$ cat src/common/fxd_defines.svh
// Notes on behaviour
// - Invalid operand sets status bit 0
// - Control bit 0 masks invalid operation
// - Unmasked invalid: handler, stack and sources kept
// - Unsupported encoding masked: real indefinite result
// - Signaling NaN masked: deliver quiet NaN
// - Masked compare with NaN: codes 111
// - Infinity add/sub conflict masked: real indefinite
// - Inf times zero, inf/inf, 0/0: indefinite
// - Remainder/trig faults: indefinite, condition two cleared
// - Integer store overflow: most negative integer
// - Negative sqrt/log: indefinite; minus zero special
// - Log-plus-one below minus one: indefinite
// - Bad packed BCD store: BCD indefinite
// - Exchange with empty: fill indefinite, then swap
// - Finite by zero divide sets status bit 2
// - Masked divide by zero: signed infinity
// - Masked log zero-divide: opposite-signed infinity
// - Masked extract zero-divide: minus infinity, signed zero
// - Unmasked zero-divide: handler, state kept
// - Denormal use or short load signals; extended not
// - Denormal flag and mask at bit 1
// - Masked denormal: set flag, continue, normalize
// - Unmasked denormal: handler, state kept
`ifndef FXD_DEFINES_SVH
`define FXD_DEFINES_SVH
`define FXD_BIT_INVALID   0
`define FXD_BIT_DENORMAL  1
`define FXD_BIT_ZERODIV   2
`define FXD_BIT_CC0       8
`define FXD_BIT_CC2       10
`define FXD_BIT_CC3       14
`define FXD_EXP_ONES      15'h7fff
`define FXD_EXP_BIAS      15'h3fff
`define FXD_IND_HI        16'hffff
`define FXD_IND_LO        64'hc000_0000_0000_0000
`define FXD_INF_LO        64'h8000_0000_0000_0000
`define FXD_QUIET_BIT     62
`define FXD_BCD_IND       80'hffff_c000_0000_0000_0000
`define FXD_BCD_MAX_EXP   15'h403a
`define FXD_INT16_NEG     64'hffff_ffff_ffff_8000
`define FXD_INT32_NEG     64'hffff_ffff_8000_0000
`define FXD_INT64_NEG     64'h8000_0000_0000_0000
`define FXD_INT16_EXP     15'h400e
`define FXD_INT32_EXP     15'h401e
`define FXD_INT64_EXP     15'h403e
`define FXD_ADDR_CTRL     2'h0
`define FXD_ADDR_STAT     2'h1
`define FXD_ADDR_CAUSE    2'h2
`define FXD_CTRL_RESET    16'h0007
`endif

$ cat src/common/fxd_pkg.sv
package fxd_pkg;
   // Operation codes presented with each request
   typedef enum logic [4:0] {
      FXD_OP_ADD      = 5'h00,
      FXD_OP_SUB      = 5'h01,
      FXD_OP_MUL      = 5'h02,
      FXD_OP_DIV      = 5'h03,
      FXD_OP_RDIV     = 5'h04,
      FXD_OP_COMPARE  = 5'h05,
      FXD_OP_PREM     = 5'h06,
      FXD_OP_TRIG     = 5'h07,
      FXD_OP_ISTORE   = 5'h08,
      FXD_OP_SQRT     = 5'h09,
      FXD_OP_LOG      = 5'h0a,
      FXD_OP_LOGP1    = 5'h0b,
      FXD_OP_BCDSTORE = 5'h0c,
      FXD_OP_EXCHANGE = 5'h0d,
      FXD_OP_EXTRACT  = 5'h0e,
      FXD_OP_LOAD     = 5'h0f
   } fxd_op_type;
   // Load source format
   typedef enum logic [1:0] {
      FXD_FMT_EXT    = 2'h0,
      FXD_FMT_SINGLE = 2'h1,
      FXD_FMT_DOUBLE = 2'h2
   } fxd_fmt_type;
   // Integer store width
   typedef enum logic [1:0] {
      FXD_INT_16 = 2'h0,
      FXD_INT_32 = 2'h1,
      FXD_INT_64 = 2'h2
   } fxd_isz_type;
   // Sequencer states, one-hot
   typedef enum logic [2:0] {
      FXD_ST_IDLE   = 3'b001,
      FXD_ST_RESULT = 3'b010,
      FXD_ST_TRAP   = 3'b100
   } fxd_state_type;
endpackage

$ cat src/hw/fxd_exception_unit.sv
// Implementation choices: strobed register access and the register offsets.
`timescale 1ns/100ps
`include "fxd_defines.svh"
module fxd_exception_unit (
   input  wire logic                 MCLK,
   input  wire logic                 RESETN,
   input  wire logic                 CE,
   input  wire logic                 REQ_VALID,
   input  wire fxd_pkg::fxd_op_type  REQ_OP,
   input  wire fxd_pkg::fxd_fmt_type REQ_FMT,
   input  wire fxd_pkg::fxd_isz_type REQ_ISZ,
   input  wire logic [79:0]          REQ_OPA,
   input  wire logic [79:0]          REQ_OPB,
   input  wire logic                 REQ_EMPTY_A,
   input  wire logic                 REQ_EMPTY_B,
   input  wire logic [1:0]           REG_ADDR,
   input  wire logic [15:0]          REG_WDATA,
   input  wire logic                 REG_WR,
   input  wire logic                 REG_RD,
   output logic [15:0]               REG_RDATA,
   output logic                      RSP_VALID,
   output logic                      RSP_FAULT,
   output logic                      RSP_WRITE_A,
   output logic                      RSP_WRITE_B,
   output logic [79:0]               RSP_RES_A,
   output logic [79:0]               RSP_RES_B,
   output logic                      TRAP,
   output logic [15:0]               STATUS_WORD,
   output logic [15:0]               CONTROL_WORD
);
   import fxd_pkg::*;

   //--------------------------------------------------------------
   // Operand classification
   //--------------------------------------------------------------
   // Field checks used on both operands
   function automatic logic is_zero(input logic [79:0] v);
      is_zero = (v[78:64] == 15'h0000) && (v[63:0] == 64'h0000_0000_0000_0000);
   endfunction
   function automatic logic is_inf(input logic [79:0] v);
      is_inf = (v[78:64] == `FXD_EXP_ONES) && (v[63:0] == `FXD_INF_LO);
   endfunction
   function automatic logic is_nan(input logic [79:0] v);
      is_nan = (v[78:64] == `FXD_EXP_ONES) && v[63] && (v[62:0] != 63'h0);
   endfunction
   function automatic logic is_snan(input logic [79:0] v);
      is_snan = is_nan(v) && !v[`FXD_QUIET_BIT];
   endfunction
   // Integer bit clear with a non-zero exponent is an unsupported encoding
   function automatic logic is_unsup(input logic [79:0] v);
      is_unsup = (v[78:64] != 15'h0000) && !v[63];
   endfunction
   function automatic logic is_denorm(input logic [79:0] v);
      is_denorm = (v[78:64] == 15'h0000) && (v[63:0] != 64'h0000_0000_0000_0000);
   endfunction
   // Signed infinity in extended format
   function automatic logic [79:0] inf_of(input logic s);
      inf_of = {s, `FXD_EXP_ONES, `FXD_INF_LO};
   endfunction

   //--------------------------------------------------------------
   // Registers
   //--------------------------------------------------------------
   fxd_state_type state_ff;      // Sequencer state
   fxd_state_type nxt_state;
   logic [15:0]   ctrl_ff;       // Control word, masks in low bits
   logic [15:0]   stat_ff;       // Status word, sticky flags
   logic [2:0]    cause_ff;      // Faults of the last request
   logic [15:0]   rdata_ff;
   logic          rsp_valid_ff;
   logic          rsp_fault_ff;
   logic          wr_a_ff;
   logic          wr_b_ff;
   logic [79:0]   res_a_ff;
   logic [79:0]   res_b_ff;
   logic          trap_ff;

   //--------------------------------------------------------------
   // Condition detection
   //--------------------------------------------------------------
   wire logic [79:0] ind = {`FXD_IND_HI, `FXD_IND_LO};   // Real indefinite
   wire logic sa = REQ_OPA[79];                          // Operand signs
   wire logic sb = REQ_OPB[79];
   wire logic za = is_zero(REQ_OPA);
   wire logic zb = is_zero(REQ_OPB);
   wire logic ia = is_inf(REQ_OPA);
   wire logic ib = is_inf(REQ_OPB);
   wire logic na = is_nan(REQ_OPA);
   wire logic nb = is_nan(REQ_OPB);
   wire logic snan_any = is_snan(REQ_OPA) || is_snan(REQ_OPB);
   wire logic unsup_any = is_unsup(REQ_OPA) || is_unsup(REQ_OPB);
   wire logic op_is_load = (REQ_OP == FXD_OP_LOAD);
   wire logic op_divide = (REQ_OP == FXD_OP_DIV) || (REQ_OP == FXD_OP_RDIV);
   // Reverse divide swaps the roles: divisor is A
   wire logic divisor_zero = (REQ_OP == FXD_OP_RDIV) ? za : zb;
   wire logic dividend_zero = (REQ_OP == FXD_OP_RDIV) ? zb : za;
   wire logic dividend_inf = (REQ_OP == FXD_OP_RDIV) ? ib : ia;
   wire logic divisor_inf = (REQ_OP == FXD_OP_RDIV) ? ia : ib;
   // Integer store range: biased exponent limit per size
   wire logic [14:0] int_exp = (REQ_ISZ == FXD_INT_16) ? `FXD_INT16_EXP :
                               (REQ_ISZ == FXD_INT_32) ? `FXD_INT32_EXP :
                               `FXD_INT64_EXP;
   wire logic [63:0] int_neg = (REQ_ISZ == FXD_INT_16) ? `FXD_INT16_NEG :
                               (REQ_ISZ == FXD_INT_32) ? `FXD_INT32_NEG :
                               `FXD_INT64_NEG;
   // Magnitude 2^(n-1) fits only when negative with zero fraction
   wire logic int_edge = (REQ_OPA[78:64] == int_exp) && sa &&
                         (REQ_OPA[62:0] == 63'h0);
   wire logic int_ovf = na || ia || ((REQ_OPA[78:64] >= int_exp) && !int_edge);
   // Less than minus one: negative with exponent at least the bias, not exactly -1
   wire logic below_m1 = sa && !na && (REQ_OPA[78:64] >= `FXD_EXP_BIAS) &&
                         !((REQ_OPA[78:64] == `FXD_EXP_BIAS) &&
                           (REQ_OPA[62:0] == 63'h0));
   wire logic neg_nz = sa && !za && !na;

   // Operation-specific invalid arithmetic condition
   logic op_inv;
   always_comb begin
      case (REQ_OP)
         FXD_OP_ADD:      op_inv = ia && ib && (sa != sb);
         FXD_OP_SUB:      op_inv = ia && ib && (sa == sb);
         FXD_OP_MUL:      op_inv = (ia && zb) || (za && ib);
         FXD_OP_DIV,
         FXD_OP_RDIV:     op_inv = (ia && ib) || (za && zb);
         FXD_OP_COMPARE:  op_inv = na || nb;
         FXD_OP_PREM:     op_inv = zb || ia;
         FXD_OP_TRIG:     op_inv = ia;
         FXD_OP_ISTORE:   op_inv = int_ovf;
         FXD_OP_SQRT:     op_inv = neg_nz;
         FXD_OP_LOG:      op_inv = neg_nz;
         FXD_OP_LOGP1:    op_inv = below_m1;
         FXD_OP_BCDSTORE: op_inv = REQ_EMPTY_A || na || ia ||
                                   (REQ_OPA[78:64] > `FXD_BCD_MAX_EXP);
         FXD_OP_EXCHANGE: op_inv = REQ_EMPTY_A || REQ_EMPTY_B;
         default:         op_inv = 1'b0;
      endcase
   end

   // Loads and exchanges are not arithmetic on NaN or encoding grounds
   wire logic arith = !op_is_load && (REQ_OP != FXD_OP_EXCHANGE);
   wire logic inv_det = arith && (unsup_any || snan_any) || op_inv;
   // Finite non-zero over zero; log and extract divide internally
   wire logic zd_det = !inv_det && (
        (op_divide && divisor_zero && !dividend_zero && !dividend_inf && !na && !nb) ||
        (REQ_OP == FXD_OP_LOG && za && !ib && !zb && !nb) ||
        (REQ_OP == FXD_OP_EXTRACT && za));
   // Extended loads never signal denormal
   wire logic den_det = !inv_det && (op_is_load ? (REQ_FMT != FXD_FMT_EXT) &&
                        is_denorm(REQ_OPA) :
                        arith && (is_denorm(REQ_OPA) || is_denorm(REQ_OPB)));

   wire logic inv_mask = ctrl_ff[`FXD_BIT_INVALID];
   wire logic zd_mask  = ctrl_ff[`FXD_BIT_ZERODIV];
   wire logic den_mask = ctrl_ff[`FXD_BIT_DENORMAL];
   // Any unmasked fault turns the request into a trap
   wire logic unmasked = (inv_det && !inv_mask) || (zd_det && !zd_mask) ||
                         (den_det && !den_mask);

   //--------------------------------------------------------------
   // Masked default results
   //--------------------------------------------------------------
   logic [79:0] mres_a;
   logic [79:0] mres_b;
   logic        mwr_a;
   logic        mwr_b;
   logic        clr_cc2;
   logic        set_unord;
   always_comb begin
      mres_a    = REQ_OPA;
      mres_b    = REQ_OPB;
      mwr_a     = 1'b0;
      mwr_b     = 1'b0;
      clr_cc2   = 1'b0;
      set_unord = 1'b0;
      if (inv_det) begin
         mwr_a = 1'b1;
         if (REQ_OP == FXD_OP_COMPARE) begin
            mwr_a     = 1'b0;
            set_unord = 1'b1;
         end else if (REQ_OP == FXD_OP_ISTORE) begin
            mres_a = {16'h0000, int_neg};
         end else if (REQ_OP == FXD_OP_BCDSTORE) begin
            mres_a = `FXD_BCD_IND;
         end else if (REQ_OP == FXD_OP_EXCHANGE) begin
            // Empty slots filled first, then swapped
            mres_a = REQ_EMPTY_B ? ind : REQ_OPB;
            mres_b = REQ_EMPTY_A ? ind : REQ_OPA;
            mwr_b  = 1'b1;
         end else if (snan_any && !unsup_any && !op_inv) begin
            // Quieted signaling NaN, A takes precedence
            mres_a = is_snan(REQ_OPA) ? REQ_OPA : REQ_OPB;
            mres_a[`FXD_QUIET_BIT] = 1'b1;
         end else begin
            mres_a  = ind;
            clr_cc2 = (REQ_OP == FXD_OP_PREM) || (REQ_OP == FXD_OP_TRIG);
         end
      end else if (zd_det) begin
         mwr_a = 1'b1;
         if (REQ_OP == FXD_OP_LOG) begin
            mres_a = inf_of(!sb);
         end else if (REQ_OP == FXD_OP_EXTRACT) begin
            mres_a = {sa, 79'h0};
            mres_b = inf_of(1'b1);
            mwr_b  = 1'b1;
         end else begin
            mres_a = inf_of(sa ^ sb);
         end
      end else if (den_det) begin
         // Continue: datapath normalizes short-format denormals on conversion
         mwr_a = 1'b0;
      end
   end

   //--------------------------------------------------------------
   // Register port decode
   //--------------------------------------------------------------
   wire logic wr_ctrl = REG_WR && (REG_ADDR == `FXD_ADDR_CTRL);
   wire logic wr_stat = REG_WR && (REG_ADDR == `FXD_ADDR_STAT);
   wire logic take    = REQ_VALID && (state_ff == FXD_ST_IDLE);
   // Newly raised flags for this request
   wire logic [15:0] raise = take ? (16'(inv_det) << `FXD_BIT_INVALID |
                                     16'(den_det) << `FXD_BIT_DENORMAL |
                                     16'(zd_det)  << `FXD_BIT_ZERODIV) : 16'h0000;
   // Condition codes altered only on masked responses
   wire logic cc_upd = take && !unmasked && (set_unord || clr_cc2);
   logic [15:0] stat_base;
   always_comb begin
      stat_base = wr_stat ? REG_WDATA : stat_ff;
      if (cc_upd) begin
         stat_base[`FXD_BIT_CC2] = set_unord;
         if (set_unord) begin
            stat_base[`FXD_BIT_CC0] = 1'b1;
            stat_base[`FXD_BIT_CC3] = 1'b1;
         end
      end
   end
   // Set wins over a software clear in the same cycle
   wire logic [15:0] nxt_stat = stat_base | raise;
   wire logic [15:0] rd_mux = (REG_ADDR == `FXD_ADDR_CTRL)  ? ctrl_ff :
                              (REG_ADDR == `FXD_ADDR_STAT)  ? stat_ff :
                              (REG_ADDR == `FXD_ADDR_CAUSE) ? {13'h0000, cause_ff} :
                              16'h0000;

   //--------------------------------------------------------------
   // Sequencer: trap lasts one cycle, then returns to idle
   //--------------------------------------------------------------
   always_comb begin
      case (state_ff)
         FXD_ST_IDLE:   nxt_state = take ? (unmasked ? FXD_ST_TRAP : FXD_ST_RESULT)
                                         : FXD_ST_IDLE;
         FXD_ST_RESULT: nxt_state = FXD_ST_IDLE;
         FXD_ST_TRAP:   nxt_state = FXD_ST_IDLE;
         default:       nxt_state = FXD_ST_IDLE;
      endcase
   end

   // Control and status state
   always_ff @(posedge MCLK) begin
      if (!RESETN) begin
         ctrl_ff  <= `FXD_CTRL_RESET; // All three faults masked at reset
         stat_ff  <= 16'h0000;
         cause_ff <= 3'h0;
         rdata_ff <= 16'h0000;
         state_ff <= FXD_ST_IDLE;
      end else if (CE) begin
         if (wr_ctrl) begin
            ctrl_ff <= REG_WDATA;
         end
         stat_ff  <= nxt_stat;
         rdata_ff <= REG_RD ? rd_mux : 16'h0000;
         state_ff <= nxt_state;
         if (take) begin
            cause_ff <= {zd_det, den_det, inv_det};
         end
      end
   end

   // Response outputs; an unmasked fault writes nothing, keeping operands
   always_ff @(posedge MCLK) begin
      if (!RESETN) begin
         rsp_valid_ff <= 1'b0;
         rsp_fault_ff <= 1'b0;
         wr_a_ff      <= 1'b0;
         wr_b_ff      <= 1'b0;
         res_a_ff     <= 80'h0;
         res_b_ff     <= 80'h0;
         trap_ff      <= 1'b0;
      end else if (CE) begin
         rsp_valid_ff <= take;
         rsp_fault_ff <= take && (inv_det || zd_det || den_det);
         wr_a_ff      <= take && !unmasked && mwr_a;
         wr_b_ff      <= take && !unmasked && mwr_b;
         trap_ff      <= take && unmasked;
         if (take) begin
            res_a_ff <= mres_a;
            res_b_ff <= mres_b;
         end
      end
   end

   assign REG_RDATA    = rdata_ff;
   assign RSP_VALID    = rsp_valid_ff;
   assign RSP_FAULT    = rsp_fault_ff;
   assign RSP_WRITE_A  = wr_a_ff;
   assign RSP_WRITE_B  = wr_b_ff;
   assign RSP_RES_A    = res_a_ff;
   assign RSP_RES_B    = res_b_ff;
   assign TRAP         = trap_ff;
   assign STATUS_WORD  = stat_ff;
   assign CONTROL_WORD = ctrl_ff;
endmodule

$ cat config.mk
export PLATFORM = sky130hd
export DESIGN_NAME = fxd_exception_unit
export DESIGN_NICKNAME = d
export VERILOG_FILES = /design/src/common/fxd_pkg.sv /design/src/hw/fxd_exception_unit.sv
export VERILOG_INCLUDE_DIRS = /design/src /design/src/common
export SDC_FILE = /design/constraint.sdc
export NUM_CORES = 1
export LEC_CHECK = 0
export ABC_AREA = 1
export BUFFER_PORTS_ARGS = -buffer_cell sky130_fd_sc_hd__buf_4
export CAP_MARGIN = 30
export CORE_ASPECT_RATIO = 1.5
export CORE_MARGIN = 2
export CORE_UTILIZATION = 25
export CTS_CLUSTER_SIZE = 24
export DETAILED_ROUTE_END_ITERATION = 12
export SYNTH_ARGS = -nofsm -noshare
export SYNTH_HDL_FRONTEND = slang
export SYNTH_SLANG_ARGS = --single-unit
$ cat constraint.sdc
create_clock -name MCLK -period 2.6 [get_ports MCLK]
set_clock_uncertainty 0.1 [all_clocks]
set_input_delay 0.26 -clock MCLK [delete_from_list [all_inputs] [get_ports MCLK]]
set_output_delay 0.26 -clock MCLK [all_outputs]
set_load 0.01 [all_outputs]
# Word-level counts from Yosys, hierarchy flattened
# Index checks and enable logic that the tools add are counted.
# op_classes
n_lt_le_gt_ge	3
n_eq_ne	28
mux	62
bitwise_logic	4
n_reduce_logical	124
# op_table
operator	n
$mux W80	20
$eq A64 B64 Y1 const B	2
$logic_not A64 Y1	2
$reduce_bool A64 Y1	2
$mux W63	2
$reduce_bool A63 Y1	2
$mux W16	4
$logic_not A63 Y1	1
$logic_and A1 B1 Y1	59
$eq A5 B4 Y1 const B	8
$eq A15 B15 Y1 const B	2
$logic_not A15 Y1	2
$reduce_bool A15 Y1	2
$mux W1	28
$logic_or A1 B1 Y1	24
$logic_not A1 Y1	22
$eq A5 B3 Y1 const B	4
$or A16 B3 Y16	1
$eq A15 B14 Y1 const B	1
$eq A15 B15 Y1	1
$ge A15 B14 Y1 const B	1
$ge A15 B15 Y1	1
$gt A15 B15 Y1 const B	1
$mux W3	5
other kinds (18)	24
# totals
regBits	219
in_bits	195
output_inout_bits	213
elab_cells	233

# Longest topological paths before layout
# Gate-level depths: netlist (run 1).
# depth
word_depth	22
depth_mapped	23
mapped_depth_nobuf	22

# Worst setup path after synthesis (run 1)
# Ideal clock, no wire load.
# synth_path
path_kind	in2reg
from	input port REQ_OPA[54]
to	register stat_ff[10], in the netlist STATUS_WORD[10]
setup_time_ns	0.111
arrival_time_ns	2.164
t_required_ns	2.389
path_slack_ns	0.224
stages	22
path_buffers	1
path_cell_list	nor2_1 nand2_1 nor2_2 nand2_1 nor2_4 nand2_4 nand2_1 nand2_1 nand2_1 nand2_1 nor2_1 nand2_1 nor2_4 nand2_4 buf_6 nand2_2 nand2_2 nor2_4 nand3_1 and2_1 nor2_1 nor2_1
# synth_between
elab_chain_len	19
word_cells_on_any_way	87
classes_between	eq/ne: 1; mux: 13; bitwise: 1; reduce/logical: 72
# synth_lines
item	line_no	source
start, declared	fxd_exception_unit.sv:12	input wire logic [79:0] REQ_OPA,
$reduce_bool A63 Y1 / $logic_not A64 Y1 (equally long branches)	fxd_exception_unit.sv:44, fxd_exception_unit.sv:38	
$logic_and A1 B1 Y1, on equally long branches	fxd_exception_unit.sv:44, fxd_exception_unit.sv:38	
$logic_not A1 Y1 (tied with other cells)	fxd_exception_unit.sv:111, fxd_exception_unit.sv:114, fxd_exception_unit.sv:144	
$logic_and A1 B1 Y1 (tied with other cells)	fxd_exception_unit.sv:111	wire logic below_m1 = sa && !na && (REQ_OPA[78:64] >= `FXD_EXP_BIAS) &&
$logic_and A1 B1 Y1, on equally long branches (2 in a row)	fxd_exception_unit.sv:111, fxd_exception_unit.sv:144	
$pmux W1 S12 / $logic_and A1 B1 Y1 (equally long branches)	fxd_exception_unit.sv:119, fxd_exception_unit.sv:144	
$logic_not A1 Y1 / $logic_and A1 B1 Y1 (equally long branches)	fxd_exception_unit.sv:189, fxd_exception_unit.sv:144	
$logic_and A1 B1 Y1 / $logic_or A1 B1 Y1 (equally long branches)	fxd_exception_unit.sv:189, fxd_exception_unit.sv:144	
[2 not listed]	--	
$mux W1 / $logic_and A1 B1 Y1 (equally long branches)	fxd_exception_unit.sv:182, fxd_exception_unit.sv:156	
$mux W1 / $logic_or A1 B1 Y1 (equally long branches)	fxd_exception_unit.sv:180, fxd_exception_unit.sv:156	
$mux W1 / $logic_or A1 B1 Y1 (equally long branches)	fxd_exception_unit.sv:177, fxd_exception_unit.sv:156	
$mux W1 / $logic_not A1 Y1 (equally long branches)	fxd_exception_unit.sv:175, fxd_exception_unit.sv:225	
$logic_or A1 B1 Y1 / $logic_and A1 B1 Y1 (equally long branches)	fxd_exception_unit.sv:225	wire logic cc_upd = take && !unmasked && (set_unord || clr_cc2);
$logic_and A1 B1 Y1	fxd_exception_unit.sv:225	
$mux W1 (*)	fxd_exception_unit.sv:229	if (cc_upd) begin
$or A16 B3 Y16 (*)	fxd_exception_unit.sv:238	wire logic [15:0] nxt_stat = stat_base | raise;
end signal, assigned	fxd_exception_unit.sv:269	stat_ff <= nxt_stat;
end, declared	fxd_exception_unit.sv:67	logic [15:0] stat_ff;
# Mark *: on every way between the ends. The rest lies on a longest branch, timed or not.
# A chain may end at the register's enable or synchronous reset.

# Worst setup path after layout (run 1)
# layout_path
from	input port REQ_OPB[79]
to	register res_a_ff[40], in the netlist RSP_RES_A[40]
# layout_between
elab_chain_len	11
word_cells_on_any_way	17
classes_between	eq/ne: 2; mux: 8; reduce/logical: 7
# layout_lines
item	line_no	source
start, declared	fxd_exception_unit.sv:13	input wire logic [79:0] REQ_OPB,
$eq A1 B1 Y1 / $ne A1 B1 Y1 (equally long branches)	fxd_exception_unit.sv:121, fxd_exception_unit.sv:120	
$logic_and A1 B1 Y1, on equally long branches	fxd_exception_unit.sv:121, fxd_exception_unit.sv:120	
$pmux W1 S12 (*)	fxd_exception_unit.sv:119	case (REQ_OP)
$logic_not A1 Y1	fxd_exception_unit.sv:189	end else if (snan_any && !unsup_any && !op_inv) begin
$logic_and A1 B1 Y1	fxd_exception_unit.sv:189	
$mux W80	fxd_exception_unit.sv:189	
$mux W80	fxd_exception_unit.sv:184	end else if (REQ_OP == FXD_OP_EXCHANGE) begin
$mux W80	fxd_exception_unit.sv:182	end else if (REQ_OP == FXD_OP_BCDSTORE) begin
$mux W80	fxd_exception_unit.sv:180	end else if (REQ_OP == FXD_OP_ISTORE) begin
$mux W80	fxd_exception_unit.sv:177	if (REQ_OP == FXD_OP_COMPARE) begin
$mux W80 (*)	fxd_exception_unit.sv:175	if (inv_det) begin
end signal, assigned	fxd_exception_unit.sv:295	res_a_ff <= mres_a;
end, declared	fxd_exception_unit.sv:74	logic [79:0] res_a_ff;
# Marked as above.

==> results of run 1 <==
synth_stat cells (13+ instances only):
| cell | count | area [sq um] |
|---|---|---|
| buf_2 | 13 | 65.06 |
| nor3_1 | 51 | 255.2 |
| nand3_1 | 85 | 425.4 |
| o211ai_1 | 170 | 1276 |
| a21oi_1 | 173 | 865.8 |
| o21ai_0 | 238 | 1191 |
| dfxtp_1 | 219 | 4384 |
| nor2_1 | 169 | 634.4 |
| a31oi_1 | 103 | 644.4 |
| o22ai_1 | 57 | 356.6 |
| nand2_1 | 557 | 2091 |
| clkbuf_1 | 137 | 514.2 |
| inv_1 | 180 | 675.7 |
layer usage:
layer  part of all wire (%)  vias up  wire (um)  global-route usage, %
li1                       -     9085          -                      -
met1                     38     8927      27640                  26.46
met2                     50      732      37030                  44.30
met3                    6.9      197       5056                  4.711
met4                    5.2       10       3824                  12.20
met5                   0.11        -         78                      0
state kept, by name, summed over array words and instances (netlist names):
signal,flops
RSP_RES_A,80
RSP_RES_B,80
CONTROL_WORD,16
REG_RDATA,16
STATUS_WORD,16
cause_ff,3
state_ff,3
RSP_FAULT,1
RSP_VALID,1
RSP_WRITE_A,1
RSP_WRITE_B,1
TRAP,1
what timing repair did:
item	4_1_cts	5_1_grt
hold endpoints to repair	112	0
hold buffers	95	0
setup endpoints to repair	0	151
resized for setup	0	31
cell families after synthesis:
| family | synth area share (%) |
|---|---|
| DFF | 31.07 |
| xor gates and xnor gates | 0.1863 |
| and+or+nand+nor | 26.74 |
| AOI/OAI and AO/OA | 31.28 |
| buffers and inverters | 10.54 |
| adders and majority gates | 0.1773 |
worst max-delay path, stage by stage:
cell and delay, ns:
dlygate4sd3_1 0.58, buf_4 0.19, xnor2_2 0.19, xnor2_1 0.14
inv_1 0.06, nand4_1 0.12, nand3_2 0.11, nor2_4 0.18
nand2_4 0.12, nor2_4 0.11, inv_2 0.05, buf_4 0.16
buf_12 0.15, nor3_1 0.15, a21oi_1 0.06, a21oi_1 0.15
final timing paths:
path                            slack (ns)             to    startpoint
worst max-delay path                  0.20  RSP_RES_A[40]   REQ_OPB[79]
worst min-delay path                  0.03  RSP_RES_B[70]   REQ_OPB[70]
worst max register to register        0.50  RSP_RES_B[47]   state_ff[0]
worst min register to register        0.36   REG_RDATA[3]  REG_RDATA[3]
final cells by class:
type                    instances  area [sq um]
repair inverters                1         5.005
inverters                     193         740.7
clock inverters                15         246.5
diodes                          2         5.005
flip-flops and latches        219          4384
repair buffers                809          6754
fillers                      5995         33610
well taps                     756         945.9
multi-input cells            1664          8351
clock buffers                  36         792.0
per-stage QoR:
stage	setup slack [ns]	instances
6_report	0.2017	3695
5_1_grt	-0.01442	3695
4_1_cts	0.1404	3690
3_5_place_dp	-0.4481	3544
3_3_place_gp	-0.4248	3544
2_1_floorplan	0.2240	2249
power breakdown:
group,switching (mW),total [mW],internal [mW],leakage [nW]
logic,1.28,2.37,1.08,7.43
registers,0.115,3.64,3.52,1.79
clock network,1.76,4.51,2.75,0.507
total,3.16,10.5,7.35,9.73
==> results.sh, run 1 <==
export IMPL_power_mw=10.51
export IMPL_async_flop_share_pct=0
export IMPL_cts_tree="built"
export IMPL_cp_start_kind="primary input"
export IMPL_dr_pass1_iters=6
export IMPL_syn_to_final_growth_pct=57.51
export IMPL_rsz0062_at_grt="yes"
export IMPL_drtIter0Drc=1170
export IMPL_synth_flop_cell="dfxtp_1"
export IMPL_syn_nets=2446
export IMPL_power_density_nw_per_um2=473.0
export IMPL_seq_area_frac_synth_pct=31.07
export IMPL_synth_cell_types=41
export IMPL_status="completed"
export IMPL_tightest_slew_ns=0.8081
export IMPL_vias=18951
export IMPL_syn_cell_area_sq_um=14110
export IMPL_relSlewSlack_pct=46.12
export IMPL_clkSinkCount=219
export IMPL_clk_latency_ns=0.58
export IMPL_end_kind="register"
export IMPL_hold_class="primary input to register"
export IMPL_io_pin_count=408
export IMPL_dp_final_hpwl_um=52540
export IMPL_setup_viol=0
export IMPL_ir_drop_uv=692.3
export IMPL_final_common_cell="buf_4"
export IMPL_hold_slack_ns=0.02699
export IMPL_period_share_pct=92.24
export IMPL_grt_pass1_vias=18440
export IMPL_grt_usage_pct=24.23
export IMPL_synth_area_per_cell_sq_um=6.274
export IMPL_grt_max_degree=148
export IMPL_wirelength_um=73630
export IMPL_cp_required_ns=3.00
export IMPL_ys_warn_count=0
export IMPL_rows=106
export IMPL_cellLeakagePower_nw=9.726
export IMPL_cap_violations=0
export IMPL_die_h_um=295.0
export IMPL_cp_arrival_ns=2.80
export IMPL_rr_worst_depth=8
export IMPL_post_cts_setup_buffer_count=0
export IMPL_die_area_sq_um=58390
export IMPL_routed_via_density=5.129
export IMPL_max_freq_mhz=417.0
export IMPL_die_x_um=198.0
export IMPL_htreeDepth=1
export IMPL_antenna_found_initial=7
export IMPL_cts_buffers_inserted=28
export IMPL_finalMaxSlewViolations=0
export IMPL_cts_max_path_buffers=3
export IMPL_place_gp_congestion=0.9203
export IMPL_worstSetupPathType="primary input to register"
export IMPL_fin_tns_setup_ns=0
export IMPL_layout_nets=3113
export IMPL_drive_gt1_share_pct=28.26
export IMPL_core_sq_um=55840
export IMPL_synth_edf_count=0
export IMPL_postPlaceCellArea_sq_um=20080
export IMPL_min_path_cells=4
export IMPL_start_util_pct=25.27
export IMPL_port_buffers=407
export IMPL_clk_pin_slew_ns=0.07
export IMPL_finalHoldViolations=0
export IMPL_fin_util_pct=39.80
export IMPL_postLayoutCellArea_sq_um=22220
export IMPL_cts_root_buf="clkbuf_16"
export IMPL_critPathMaxFanout=15
export IMPL_period_minus_slack_ns=2.398
export IMPL_synth_ff_latch_count=219
export IMPL_drc_errors=0
export IMPL_wl_per_cell_um=19.93
export IMPL_antenna_left=0
export IMPL_layout_common_cells="679 x buf_4, 552 x nand2_1, 231 x o21ai_0, 219 x dfxtp_1, 177 x inv_1"
export IMPL_grt_overflow_total=0
export IMPL_synthCells=2249
export IMPL_grt_first_pass_wirelength_um=109200
No activity file was read; power rests on OpenSTA's default activity.
==> run 2: changes to the inputs <==
--- a/config.mk
+++ b/config.mk
@@ -14,6 +14,7 @@
 export CORE_UTILIZATION = 25
 export CTS_CLUSTER_SIZE = 24
 export DETAILED_ROUTE_END_ITERATION = 12
+export SKIP_CTS_REPAIR_TIMING = 1
 export SYNTH_ARGS = -nofsm -noshare
 export SYNTH_HDL_FRONTEND = slang
 export SYNTH_SLANG_ARGS = --single-unit
==> constraint.sdc (replaced) <==
create_clock -name MCLK -period 2.5 [get_ports MCLK]
set_clock_uncertainty 0.1 [all_clocks]
set_input_delay 0.25 -clock MCLK [delete_from_list [all_inputs] [get_ports MCLK]]
set_output_delay 0.25 -clock MCLK [all_outputs]
set_load 0.01 [all_outputs]
==> run 2 against run 1 <==
The run now ends with negative hold slack left. Largest power group unchanged. Total power is 2.2% higher. Via count fell by 2.8%. Critical path type unchanged. Worst setup slack got worse by 0.084 ns. Critical path depth increased by 4. Global-route usage is 0.76 points lower.
==> results.sh, run 2 (synthesis results as in run 1) <==
export IMPL_p_seq_share_pct=35.2
export IMPL_drive_gt1_share_pct=30.27
export IMPL_p_clk_share_pct=42.3
export IMPL_routed_via_density=5.033
export IMPL_cts_root_buf="clkbuf_16"
export IMPL_hold_end="RSP_RES_B[34]"
export IMPL_hold_class="primary input to register"
export IMPL_critPathMaxFanout=15
export IMPL_drtIter0Drc=1137
export IMPL_switching_share_pct=30.24
export IMPL_p_switching_mw=3.249
export IMPL_dr_pass1_iters=5
export IMPL_status="finished, violations left"
export IMPL_dp_final_hpwl_um=52270
export IMPL_critPathMaxStageDelay_ns=0.22
export IMPL_fin_util_pct=39.38
export IMPL_final_common_cell="buf_4"
export IMPL_violations="negative hold slack"
export IMPL_rsz0062_at_grt="yes"
export IMPL_antenna_left=0
export IMPL_layout_common_cells="686 x buf_4, 550 x nand2_1, 233 x o21ai_0, 219 x dfxtp_1, 174 x inv_1"
export IMPL_syn_to_final_growth_pct=55.82
export IMPL_rr_worst_depth=8
export IMPL_relSlewSlack_pct=43.18
export IMPL_grt_usage_pct=23.47
export IMPL_wl_per_cell_um=19.64
export IMPL_core_sq_um=55840
export IMPL_htreeDepth=1
export IMPL_fin_tns_setup_ns=0
export IMPL_cellLeakagePower_nw=9.589
export IMPL_finalHoldViolations=28
export IMPL_die_h_um=295.0
export IMPL_layout_nets=3078
export IMPL_wirelength_um=71850
export IMPL_vias=18412
export IMPL_grt_overflow_total=0
export IMPL_p_int_mw=7.494
export IMPL_grt_pass1_vias=17420
export IMPL_drc_errors=0
export IMPL_worstSetupPathType="primary input to register"
export IMPL_max_freq_mhz=419.8
export IMPL_reg2reg_slack_ns=0.61
export IMPL_die_area_sq_um=58390
export IMPL_cap_violations=0
export IMPL_min_path_cells=4
export IMPL_cp_start_kind="primary input"
export IMPL_antenna_found_initial=4
export IMPL_clk_pin_slew_ns=0.07
export IMPL_min_from="REQ_OPB[34]"
export IMPL_ir_drop_uv=428.8
export IMPL_power_density_nw_per_um2=488.6
export IMPL_setup_viol=0
export IMPL_grt_first_pass_wirelength_um=105000
export IMPL_seq_area_sq_um=4384
export IMPL_finalMaxSlewViolations=0
export IMPL_rows=106
export IMPL_crit_chain="buf_4 > nor2_1 > nand2_1 > nor2_2 > nand2_2 > nor2_4 > nand3_2 > nand3_2 > nand2_1 > a21oi_1 > nand2_1 > nor2_4 > nand2_4 > nor2_4 > clkinv_4 > buf_12 > buf_12 > nor3_1 > a21oi_1 > a21oi_1"
export IMPL_crit_path_top_delay_cell="nor2_4"
export IMPL_clk_latency_ns=0.57
export IMPL_place_gp_congestion=0.8862
export IMPL_cts_max_path_buffers=3
export IMPL_die_x_um=198.0
export IMPL_power_mw=10.74
export IMPL_cts_buffers_inserted=27
export IMPL_cp_arrival_ns=2.78
export IMPL_end_kind="register"
export IMPL_io_pin_count=408
export IMPL_multiInputGateArea_sq_um=8532
export IMPL_hold_slack_ns=-0.04164
export IMPL_grt_max_degree=162
export IMPL_nFillCells=5961
export IMPL_start_util_pct=25.27
export IMPL_port_buffers=407
export IMPL_tightest_slew_ns=0.8524
export IMPL_clkSinkCount=219
export IMPL_combPwrFrac_pct=22.5
export IMPL_cts_tree="built"
export IMPL_cp_required_ns=2.90
export IMPL_period_minus_slack_ns=2.382
export IMPL_reg2reg_to="RSP_RES_A[51]"
export IMPL_period_share_pct=95.29
export IMPL_r2r_start="state_ff[0]"
-- run 2: power by group through the flow --
stage	Combinational (mW)	Sequential (mW)	Clock, mW
after floorplan	0.891	3.90	0
after global placement	2.29	3.86	0
after detailed placement	2.31	3.85	0
after CTS	2.31	3.78	4.66
after global routing	2.62	3.80	4.77
final	2.42	3.78	4.54
-- run 2: metrics by stage --
| stage | setup WS (ns) | instance area, sq um | cells |
|---|---|---|---|
| after floorplan | 0.1340 | 14110 | 2249 |
| after global placement | -0.7061 | 20140 | 3552 |
| after detailed placement | -0.7093 | 20140 | 3552 |
| after CTS | -0.1141 | 21140 | 3601 |
| after global routing | -0.03771 | 21980 | 3657 |
| final | 0.1177 | 21990 | 3658 |
-- run 2: final cells by class --
| type | count | share of cell area (%) |
|---|---|---|
| Multi-Input combinational cell | 1665 | 38.81 |
| Timing Repair Buffer | 775 | 29.06 |
| Clock inverter | 17 | 1.189 |
| Sequential cell | 219 | 19.94 |
| Inverter | 193 | 3.352 |
| Antenna cell | 1 | 0.01138 |
| Tap cell | 756 | 4.302 |
| Clock buffer | 32 | 3.341 |
-- run 2: worst max-delay path by stage --
| stage | startpoint | endpoint | depth (start not counted) |
|---|---|---|---|
| global placement | REQ_OPB[32] | RSP_RES_B[64] | 23 |
| detailed placement | REQ_OPB[32] | RSP_RES_A[51] | 24 |
| floorplan | REQ_OPA[54] | STATUS_WORD[10] | 22 |
| global route | REQ_OPA[30] | RSP_RES_A[28] | 23 |
| finish | REQ_OPA[36] | RSP_RES_A[48] | 20 |
| CTS | REQ_OPB[32] | RSP_RES_A[51] | 24 |
-- run 2: per-layer routing --
metal  GRT usage, %  part of all wire [%]  vias to the layer above
li1               -                     -                     8997
met1          26.23                    37                     8535
met2          43.17                    51                      716
met3          4.472                   7.3                      156
met4          9.811                   4.4                        8
met5              0                 0.085                        -
-- run 2: worst max-delay path, delay by kind of cell --
| kind | cells | cell delay, ns |
|---|---|---|
| buffers and inverters | 4 | 0.53 |
| AOI/OAI and AO/OA | 3 | 0.36 |
| and+or+nand+nor | 13 | 1.62 |
